### src/hdl/tw_cfg.svh
/*
  Register offsets, field positions, reset values and prescaler masks of the
  8-bit timer waveform block. Assumes inclusion by bare name from the package
  and the top module.
*/
`ifndef TW_CFG_SVH
`define TW_CFG_SVH

`define TW_ADDR_W        8
`define TW_OFF_CTRL_A    8'hB0
`define TW_OFF_CTRL_B    8'hB4
`define TW_OFF_COUNT     8'hB8
`define TW_OFF_CMP_A     8'hBC
`define TW_OFF_CMP_B     8'hC0
`define TW_OFF_IRQ_STAT  8'hC4
`define TW_OFF_IRQ_MASK  8'hC8
`define TW_OFF_PORT      8'hCC

`define TW_CTRL_A_RST    8'h00
`define TW_CTRL_A_RMASK  8'hF3
`define TW_CTRL_B_RMASK  8'h0F
`define TW_BIT_FORCE_A   7
`define TW_BIT_FORCE_B   6
`define TW_BIT_WAVE_HI   3

`define TW_STAT_OVF      0
`define TW_STAT_MATCH_A  1
`define TW_STAT_MATCH_B  2

`define TW_TOP_MAX       8'hFF
`define TW_BOTTOM        8'h00

`define TW_DIV_1         10'h000
`define TW_DIV_8         10'h007
`define TW_DIV_32        10'h01F
`define TW_DIV_64        10'h03F
`define TW_DIV_128       10'h07F
`define TW_DIV_256       10'h0FF
`define TW_DIV_1024      10'h3FF

`endif

### src/hdl/tw_pkg.sv
/*
  Types of the 8-bit timer waveform block: APB carriers, pin carrier,
  waveform kinds and the block's whole state. Assumes tw_cfg.svh.
*/
`include "tw_cfg.svh"

package tw_pkg;

    typedef enum logic [3:0] {
        TW_NONPWM = 4'b0001,
        TW_FAST   = 4'b0010,
        TW_PHASE  = 4'b0100,
        TW_RSVD   = 4'b1000
    } tw_wave_t;

    typedef struct packed {
        logic                   psel;
        logic                   penable;
        logic                   pwrite;
        logic [`TW_ADDR_W-1:0]  paddr;
        logic [31:0]            pwdata;
    } tw_apb_req_t;

    typedef struct packed {
        logic                   pready;
        logic                   pslverr;
        logic [31:0]            prdata;
    } tw_apb_rsp_t;

    typedef struct packed {
        logic                   out;
        logic                   oe_n;
    } tw_pin_t;

    typedef struct packed {
        logic [7:0]             ctrl_a;
        logic [3:0]             ctrl_b;
        logic [7:0]             cnt;
        logic [7:0]             cmp_a;
        logic [7:0]             cmp_b;
        logic [7:0]             act_a;
        logic [7:0]             act_b;
        logic                   count_up;
        logic                   block;
        logic [9:0]             pre;
        logic [2:0]             stat;
        logic [2:0]             mask;
        logic [3:0]             port;
        logic                   oc_a;
        logic                   oc_b;
        tw_pin_t                pin_a;
        tw_pin_t                pin_b;
        logic                   irq;
        tw_apb_rsp_t            rsp;
    } tw_state_t;

endpackage

### src/hdl/tw_top.sv
/*
  8-bit timer/counter with waveform generation and two compare outputs,
  reached as an APB slave. Assumes one 10 MHz clock pclk, an active-low
  asynchronous reset, and a pad that resolves the pins from out and oe_n.
*/
// The APB slave port was left to the implementer.
`timescale 1ns/1ps
`include "tw_cfg.svh"

module tw_top
    import tw_pkg::*;
(
    input  wire logic                pclk,
    input  wire logic                presetn,
    input  wire tw_pkg::tw_apb_req_t apb_req,
    output tw_pkg::tw_apb_rsp_t      apb_rsp,
    output tw_pkg::tw_pin_t          pin_a,
    output tw_pkg::tw_pin_t          pin_b,
    output logic                     irq
);
    import tw_pkg::*;

    tw_state_t st;
    tw_state_t next_st;

    function automatic logic [9:0] div_mask(input logic [2:0] sel);
        case (sel)
            3'd1:    div_mask = `TW_DIV_1;
            3'd2:    div_mask = `TW_DIV_8;
            3'd3:    div_mask = `TW_DIV_32;
            3'd4:    div_mask = `TW_DIV_64;
            3'd5:    div_mask = `TW_DIV_128;
            3'd6:    div_mask = `TW_DIV_256;
            default: div_mask = `TW_DIV_1024;
        endcase
    endfunction

    function automatic tw_wave_t wave_kind(input logic [2:0] mode);
        case (mode)
            3'd0, 3'd2: wave_kind = TW_NONPWM;
            3'd1, 3'd5: wave_kind = TW_PHASE;
            3'd3, 3'd7: wave_kind = TW_FAST;
            default:    wave_kind = TW_RSVD;
        endcase
    endfunction

    // New level of one compare output for this cycle's events
    function automatic logic oc_step(
        input logic [1:0] com,
        input tw_wave_t   kind,
        input logic       match,
        input logic       force_hit,
        input logic       wrap,
        input logic       peak,
        input logic       up,
        input logic       cmp_top,
        input logic       toggle_ok,
        input logic       oc
    );
        logic r;
        r = oc;
        case (kind)
            TW_NONPWM: begin
                if (match || force_hit) begin
                    case (com)
                        2'b01:   r = ~oc;
                        2'b10:   r = 1'b0;
                        2'b11:   r = 1'b1;
                        default: r = oc;
                    endcase
                end
            end
            TW_FAST: begin
                if (com[1]) begin
                    if (wrap) begin
                        r = ~com[0];
                    end else if (match && !cmp_top) begin
                        r = com[0];
                    end
                end else if (com[0] && toggle_ok && match) begin
                    r = ~oc;
                end
            end
            TW_PHASE: begin
                if (com[1]) begin
                    if (cmp_top) begin
                        if (peak) begin
                            r = ~com[0];
                        end
                    end else if (match) begin
                        r = up ? com[0] : ~com[0];
                    end
                end else if (com[0] && toggle_ok && match) begin
                    r = ~oc;
                end
            end
            default: r = oc;
        endcase
        oc_step = r;
    endfunction

    function automatic logic [7:0] reg_read(input tw_state_t s, input logic [`TW_ADDR_W-1:0] a);
        case (a)
            `TW_OFF_CTRL_A:   reg_read = s.ctrl_a & `TW_CTRL_A_RMASK;
            `TW_OFF_CTRL_B:   reg_read = {4'h0, s.ctrl_b} & `TW_CTRL_B_RMASK;
            `TW_OFF_COUNT:    reg_read = s.cnt;
            `TW_OFF_CMP_A:    reg_read = s.cmp_a;
            `TW_OFF_CMP_B:    reg_read = s.cmp_b;
            `TW_OFF_IRQ_STAT: reg_read = {5'h00, s.stat};
            `TW_OFF_IRQ_MASK: reg_read = {5'h00, s.mask};
            `TW_OFF_PORT:     reg_read = {4'h0, s.port};
            default:          reg_read = 8'h00;
        endcase
    endfunction

    function automatic logic mapped(input logic [`TW_ADDR_W-1:0] a);
        case (a)
            `TW_OFF_CTRL_A, `TW_OFF_CTRL_B, `TW_OFF_COUNT, `TW_OFF_CMP_A,
            `TW_OFF_CMP_B, `TW_OFF_IRQ_STAT, `TW_OFF_IRQ_MASK, `TW_OFF_PORT: mapped = 1'b1;
            default: mapped = 1'b0;
        endcase
    endfunction

    logic [2:0]  mode;
    tw_wave_t    kind;
    logic [7:0]  top;
    logic        tick;
    logic        at_top;
    logic        wrap;
    logic        peak;
    logic        ovf;
    logic        match_a;
    logic        match_b;
    logic        setup;
    logic        access;
    logic        wr;
    logic        force_a;
    logic        force_b;
    logic [2:0]  stat_set;
    logic [7:0]  wbyte;
    tw_wave_t    next_kind;
    logic        link_a;

    always_comb begin
        next_st = st;
        mode    = {st.ctrl_b[`TW_BIT_WAVE_HI], st.ctrl_a[1:0]};
        kind    = wave_kind(mode);
        top     = (mode[2] || mode == 3'd2) ? st.act_a : `TW_TOP_MAX;
        wbyte   = apb_req.pwdata[7:0];

        // Prescaler runs only while a source is selected
        next_st.pre = (st.ctrl_b[2:0] == 3'd0) ? 10'h000 : 10'(st.pre + 10'd1);
        tick = (st.ctrl_b[2:0] != 3'd0) &&
               ((st.pre & div_mask(st.ctrl_b[2:0])) == div_mask(st.ctrl_b[2:0]));

        match_a = tick && !st.block && (st.cnt == st.act_a) && (kind != TW_RSVD);
        match_b = tick && !st.block && (st.cnt == st.act_b) && (kind != TW_RSVD);
        at_top  = tick && (st.cnt == top);
        wrap    = 1'b0;
        peak    = 1'b0;
        ovf     = 1'b0;
        if (tick) begin
            next_st.block = 1'b0;
        end

        case (kind)
            TW_NONPWM: begin
                if (tick) begin
                    next_st.cnt = at_top ? `TW_BOTTOM : 8'(st.cnt + 8'd1);
                    ovf = (st.cnt == `TW_TOP_MAX);
                end
                next_st.count_up = 1'b1;
            end
            TW_FAST: begin
                if (tick) begin
                    next_st.cnt = at_top ? `TW_BOTTOM : 8'(st.cnt + 8'd1);
                    wrap = at_top;
                    ovf  = mode[2] ? at_top : (st.cnt == `TW_TOP_MAX);
                    if (at_top) begin
                        next_st.act_a = st.cmp_a;
                        next_st.act_b = st.cmp_b;
                    end
                end
                next_st.count_up = 1'b1;
            end
            TW_PHASE: begin
                if (tick) begin
                    if (st.count_up) begin
                        if (at_top) begin
                            peak = 1'b1;
                            next_st.count_up = 1'b0;
                            next_st.cnt = 8'(st.cnt - 8'd1);
                            next_st.act_a = st.cmp_a;
                            next_st.act_b = st.cmp_b;
                        end else begin
                            next_st.cnt = 8'(st.cnt + 8'd1);
                        end
                    end else if (st.cnt == `TW_BOTTOM) begin
                        ovf = 1'b1;
                        next_st.count_up = 1'b1;
                        next_st.cnt = 8'(st.cnt + 8'd1);
                    end else begin
                        next_st.cnt = 8'(st.cnt - 8'd1);
                    end
                end
            end
            default: begin
                // Reserved modes hold the counter and outputs
                next_st.count_up = 1'b1;
            end
        endcase

        // APB slave: answer registered one cycle after setup
        setup  = apb_req.psel && !apb_req.penable;
        access = apb_req.psel && apb_req.penable && st.rsp.pready;
        wr     = access && apb_req.pwrite && !st.rsp.pslverr;
        if (setup) begin
            next_st.rsp.pready  = 1'b1;
            next_st.rsp.pslverr = !mapped(apb_req.paddr);
            next_st.rsp.prdata  = {24'h00_0000, reg_read(st, apb_req.paddr)};
        end else begin
            next_st.rsp.pready  = 1'b0;
            next_st.rsp.pslverr = 1'b0;
        end

        force_a = wr && (apb_req.paddr == `TW_OFF_CTRL_B) && wbyte[`TW_BIT_FORCE_A] && (kind == TW_NONPWM);
        force_b = wr && (apb_req.paddr == `TW_OFF_CTRL_B) && wbyte[`TW_BIT_FORCE_B] && (kind == TW_NONPWM);

        next_st.oc_a = oc_step(st.ctrl_a[7:6], kind, match_a, force_a, wrap, peak, st.count_up,
                               st.act_a == top, st.ctrl_b[`TW_BIT_WAVE_HI], st.oc_a);
        // Channel B field 01 in PWM is reserved and never toggles
        next_st.oc_b = oc_step(st.ctrl_a[5:4], kind, match_b, force_b, wrap, peak, st.count_up,
                               st.act_b == top, 1'b0, st.oc_b);

        if (wr) begin
            case (apb_req.paddr)
                `TW_OFF_CTRL_A:   next_st.ctrl_a = wbyte & `TW_CTRL_A_RMASK;
                `TW_OFF_CTRL_B:   next_st.ctrl_b = wbyte[3:0];
                `TW_OFF_COUNT: begin
                    next_st.cnt   = wbyte;
                    next_st.block = 1'b1;
                end
                `TW_OFF_CMP_A:    next_st.cmp_a = wbyte;
                `TW_OFF_CMP_B:    next_st.cmp_b = wbyte;
                `TW_OFF_IRQ_MASK: next_st.mask = wbyte[2:0];
                `TW_OFF_PORT:     next_st.port = wbyte[3:0];
                default:          next_st.port = st.port;
            endcase
        end

        // Non-PWM and reserved modes see compare values immediately
        next_kind = wave_kind({next_st.ctrl_b[`TW_BIT_WAVE_HI], next_st.ctrl_a[1:0]});
        if (next_kind == TW_NONPWM || next_kind == TW_RSVD) begin
            next_st.act_a = next_st.cmp_a;
            next_st.act_b = next_st.cmp_b;
        end

        // Sticky events; a read clears only what it returned, so a new event wins
        stat_set = 3'b000;
        stat_set[`TW_STAT_OVF]     = ovf;
        stat_set[`TW_STAT_MATCH_A] = match_a;
        stat_set[`TW_STAT_MATCH_B] = match_b;
        if (access && !apb_req.pwrite && apb_req.paddr == `TW_OFF_IRQ_STAT) begin
            next_st.stat = (st.stat & ~st.rsp.prdata[2:0]) | stat_set;
        end else begin
            next_st.stat = st.stat | stat_set;
        end
        next_st.irq = |(next_st.stat & next_st.mask);

        // Pin ownership: compare output when its field is nonzero, else port data
        // PWM field 01 without the high mode bit leaves pin A to the port
        link_a = (next_st.ctrl_a[7:6] == 2'b01) ?
                 (next_kind == TW_NONPWM || next_kind == TW_RSVD || next_st.ctrl_b[`TW_BIT_WAVE_HI]) :
                 (next_st.ctrl_a[7:6] != 2'b00);
        next_st.pin_a.out  = link_a ? next_st.oc_a : next_st.port[2];
        next_st.pin_a.oe_n = ~next_st.port[0];
        next_st.pin_b.out  = (next_st.ctrl_a[5:4] != 2'b00) ? next_st.oc_b : next_st.port[3];
        next_st.pin_b.oe_n = ~next_st.port[1];
    end

    always_ff @(posedge pclk or negedge presetn) begin
        if (!presetn) begin
            st            <= '0;
            st.ctrl_a     <= `TW_CTRL_A_RST;
            st.count_up   <= 1'b1;
            st.pin_a.oe_n <= 1'b1;
            st.pin_b.oe_n <= 1'b1;
        end else begin
            st <= next_st;
        end
    end

    assign apb_rsp = st.rsp;
    assign pin_a   = st.pin_a;
    assign pin_b   = st.pin_b;
    assign irq     = st.irq;

endmodule

### config.mk
export PLATFORM = sky130hd
export DESIGN_NAME = tw_top
export DESIGN_NICKNAME = d
export VERILOG_FILES = /design/src/hdl/tw_pkg.sv /design/src/hdl/tw_top.sv
export VERILOG_INCLUDE_DIRS = /design/src /design/src/hdl
export SDC_FILE = /design/constraint.sdc
export NUM_CORES = 1
export LEC_CHECK = 0
export BUFFER_PORTS_ARGS = -buffer_cell sky130_fd_sc_hd__buf_2
export CAP_MARGIN = 20
export CORE_ASPECT_RATIO = 0.8
export CORE_MARGIN = 2
export CORE_UTILIZATION = 59
export DETAILED_ROUTE_END_ITERATION = 6
export MAX_ROUTING_LAYER = met4
export PLACE_DENSITY = 0.89
export SLEW_MARGIN = 20
export SYNTH_ARGS = -nofsm -noshare
export SYNTH_HDL_FRONTEND = slang
export SYNTH_SLANG_ARGS = --single-unit
### constraint.sdc
create_clock -name pclk -period 4.45 [get_ports pclk]
set_clock_uncertainty 0.2 [all_clocks]
set_input_delay 0.2225 -clock pclk [delete_from_list [all_inputs] [get_ports pclk]]
set_output_delay 0.2225 -clock pclk [all_outputs]
set_load 0.01 [all_outputs]
==> impl_metrics.ini <==
[layout]
sequential_cell_area_um2 = 2231
final_net_count = 744
n_antenna_cell = 0
multi_input_comb_area_um2 = 3321
final_layout_size_suffix_gt1_frac = 0.1569
layout_area_overhead_pct = 6.031
filler_cell_count = 765
finalNonFillerCells = 837

[worst_setup_path]
cp_common_cell = sky130_fd_sc_hd__or3_1
critPathRequiredTime_ns = 4.49
critPathSlowestCell = sky130_fd_sc_hd__dfrtp_1
slowest_delay_ns = 0.50
timing.critical_path.arrival_ns = 3.77
worstSetupPathType = register to register
critical_path.cell_chain = inv_1, ha_1, or3b_1, or3_1, or3_1, nand2b_1, nand2_1, a31oi_1, o32ai_1, nor3_1, o31a_1
worstSetupStartpointType = register
cp-end-kind = register
worst-path-max-fanout = 8

[power_and_ir_drop]
p_leak_nw = 2.659
p_clk_frac = 0.431
power.sequential.fraction = 0.468
powerDensity_nw_per_um2 = 285.7
worst_ir_drop_vdd_mv = 0.2080
switching_power_total_w = 0.0004877
internal-power_w = 0.001341
power.total_w = 0.001829
power.switching_fraction = 0.2667
power.combinational.fraction = 0.101

[clocking]
clockRootBuffer = sky130_fd_sc_hd__clkbuf_16
clock_sinks = 89
clk_pin_slew_ns = 0.06
clkLatencyLatePin_ns = 0.35
postCtsSetupRepairBufs = 0
tritoncts.num_buffers = 9
cts_buffer_depth = 2
ctsHtreeMaxLevel = 3
cts_tree = done

[yosys]
synth.distinct_cells = 73
yosys.area.top_type = sky130_fd_sc_hd__dfrtp_1
number_of_flops_mapped_to_enable_cells_by_yosys = 0
synth.cells.most_frequent = sky130_fd_sc_hd__dfrtp_1 (86), sky130_fd_sc_hd__nand2_1 (84), sky130_fd_sc_hd__o21ai_0 (68)
synth_area_um2 = 6037
syn_avg_cell_area_um2 = 8.624
seq_area_frac_synth = 0.3695
synth_flop_cell = sky130_fd_sc_hd__dfrtp_1
netlist_top_cells_area = sky130_fd_sc_hd__dfrtp_1 (36%), sky130_fd_sc_hd__o21ai_0 (5.6%), sky130_fd_sc_hd__mux2_2 (5.4%)
synth_async_sr_flop_share = 1.000
synthDominantCellAreaShare = 0.3565
post_synth_inst_count = 700
synth-warning-count = 0
ys_ff_latch = 89
synth_most_common_cell = sky130_fd_sc_hd__dfrtp_1

[route]
drc = 0
routed_wire_length_per_instance_um = 20.44
drt_pre_antenna_iters = 6
finalWirelength_um = 17110
detailroute.via_count = 5555
drt_iter0_drc = 986
post_drt_via_cell_ratio = 6.637
route.antenna.remaining_nets = 0

[job]
drv.max_cap_violation_count = 0

[die]
die_height_um = 94.48
floorplan.die_area_um2 = 11060
initial_utilization = 0.6154
boundaryPins = 84
num_rows = 32
standard_cell_core_area_um2 = 9809
chipWidth_um = 117.1

[placement]
cell_total_after_placement = 819
hpwlAfterDp_um = 12050
place.port_buffers = 35
finalWeightedCongestion = 0.9723
dp_slack_ns = 0.8458

[timing]
fin_crit_ns = 3.730
totalNegativeSetupSlack_ns = 0
max_slew_vio_count = 0
rsz0062_at_grt = false
tightestPinTransition_ns = 1.094
timing_limited_maximum_frequency_mhz = 268.1
hold_viol_final = 0
finalSetupViolCount = 0
hold-worst-slack_ns = 0.02051
layout_worst_path_cycle_share = 0.8383
layout_setup_ws_ns = 0.7196
slew_headroom = 0.2637

[global_route]
first_global_vias = 5116
antenna_found_initial = 0
grt_pass1_wl_um = 27010
grt_util_all_layers = 0.3314
grt_remaining_overflow = 0
grt_start_max_net_pins = 59

[hold_path]
hold_path.class = input port to register

[status]
status = complete, no violations
what timing repair did:
item	4_1_cts	5_1_grt
hold endpoints to repair	55	0
gates resized for setup	0	0
hold buffers	2	0
critical path, delay by kind of cell (launching register included):
kind | cells | cell delay, ns
flip-flops | 1 | 0.50
adder cells (fa/ha/maj) | 1 | 0.27
AND/OR/NAND/NOR | 6 | 1.74
AO/OA/AOI/OAI | 3 | 0.60
buffers and inverters | 1 | 0.31
registers in the layout, summed over array words and instances (netlist names):
signal	flops
pin_b	2
irq	1
apb_rsp	10
mode	3
st	71
pin_a	2
routing by layer:
metal / global-route usage / vias up / part of all wire
li1: - / 2453 / -
met1: 0.4589 / 2646 / 0.41
met2: 0.4807 / 389 / 0.44
met3: 0.06611 / 67 / 0.12
met4: 0.1314 / 0 / 0.038
met5: - / - / 0
cell families (layout without fill, tap and decap cells):
logic type / after synthesis / in the layout / share of synthesized area
compound gates: 199 / 199 / 0.2180
xor+xnor: 34 / 34 / 0.04933
fa+ha+maj: 3 / 3 / 0.006218
buf+inv: 108 / 86 / 0.09471
flops: 89 / 89 / 0.3695
mux: 45 / 45 / 0.08352
other cells: 1 / 24 / 0.0006212
simple gates: 221 / 221 / 0.1780
layout make-up:
cell class	instances	share of cell area
multi-input combinational	526	0.5188
sequential	89	0.3485
timing repair buffer	51	0.04730
clock buffer	11	0.03792
tap	136	0.02658
inverter	19	0.01114
clock inverter	5	0.009773
placed cells by master, fill, tap and decap left out, drive strengths merged, types with 17 or more instances in the layout:
| cell type | instances |
|---|---|
| dfrtp | 86 |
| nand2 | 84 |
| o21ai | 68 |
| buf | 49 |
| nor2 | 47 |
| a21oi | 37 |
| mux2 | 30 |
| xor2 | 24 |
| conb | 24 |
| inv | 20 |
| nand3 | 17 |
final timing paths:
kind	slack (ns)	from	to	cells after the start
min reg2reg	0.28	apb_rsp[6]	apb_rsp[6]	2
min in group asynchronous	0.27	presetn	st[101]	2
max	0.72	st[96]	st[99]	11
min	0.02	apb_req[0]	st[95]	3
max in group asynchronous	2.88	presetn	st[49]	3
max reg2reg	0.72	st[96]	st[99]	11
per-stage QoR:
step                        util  instance area (um2)
after floorplan                -                 6123
after global placement    0.6194                 6076
after detailed placement  0.6194                 6076
after CTS                 0.6526                 6401
after global routing      0.6526                 6401
final                     0.6526                 6401
power by group through the flow:
stage / registers, W / clock network, W / logic [W]
after global placement: 0.000869 / 0 / 0.000173
final: 0.000856 / 0.000788 / 0.000184
after floorplan: 0.000843 / 0 / 0.000153
after global routing: 0.000858 / 0.000821 / 0.000203
after detailed placement: 0.000870 / 0 / 0.000178
after CTS: 0.000855 / 0.000788 / 0.000180
(Power assumes the default switching activity.)
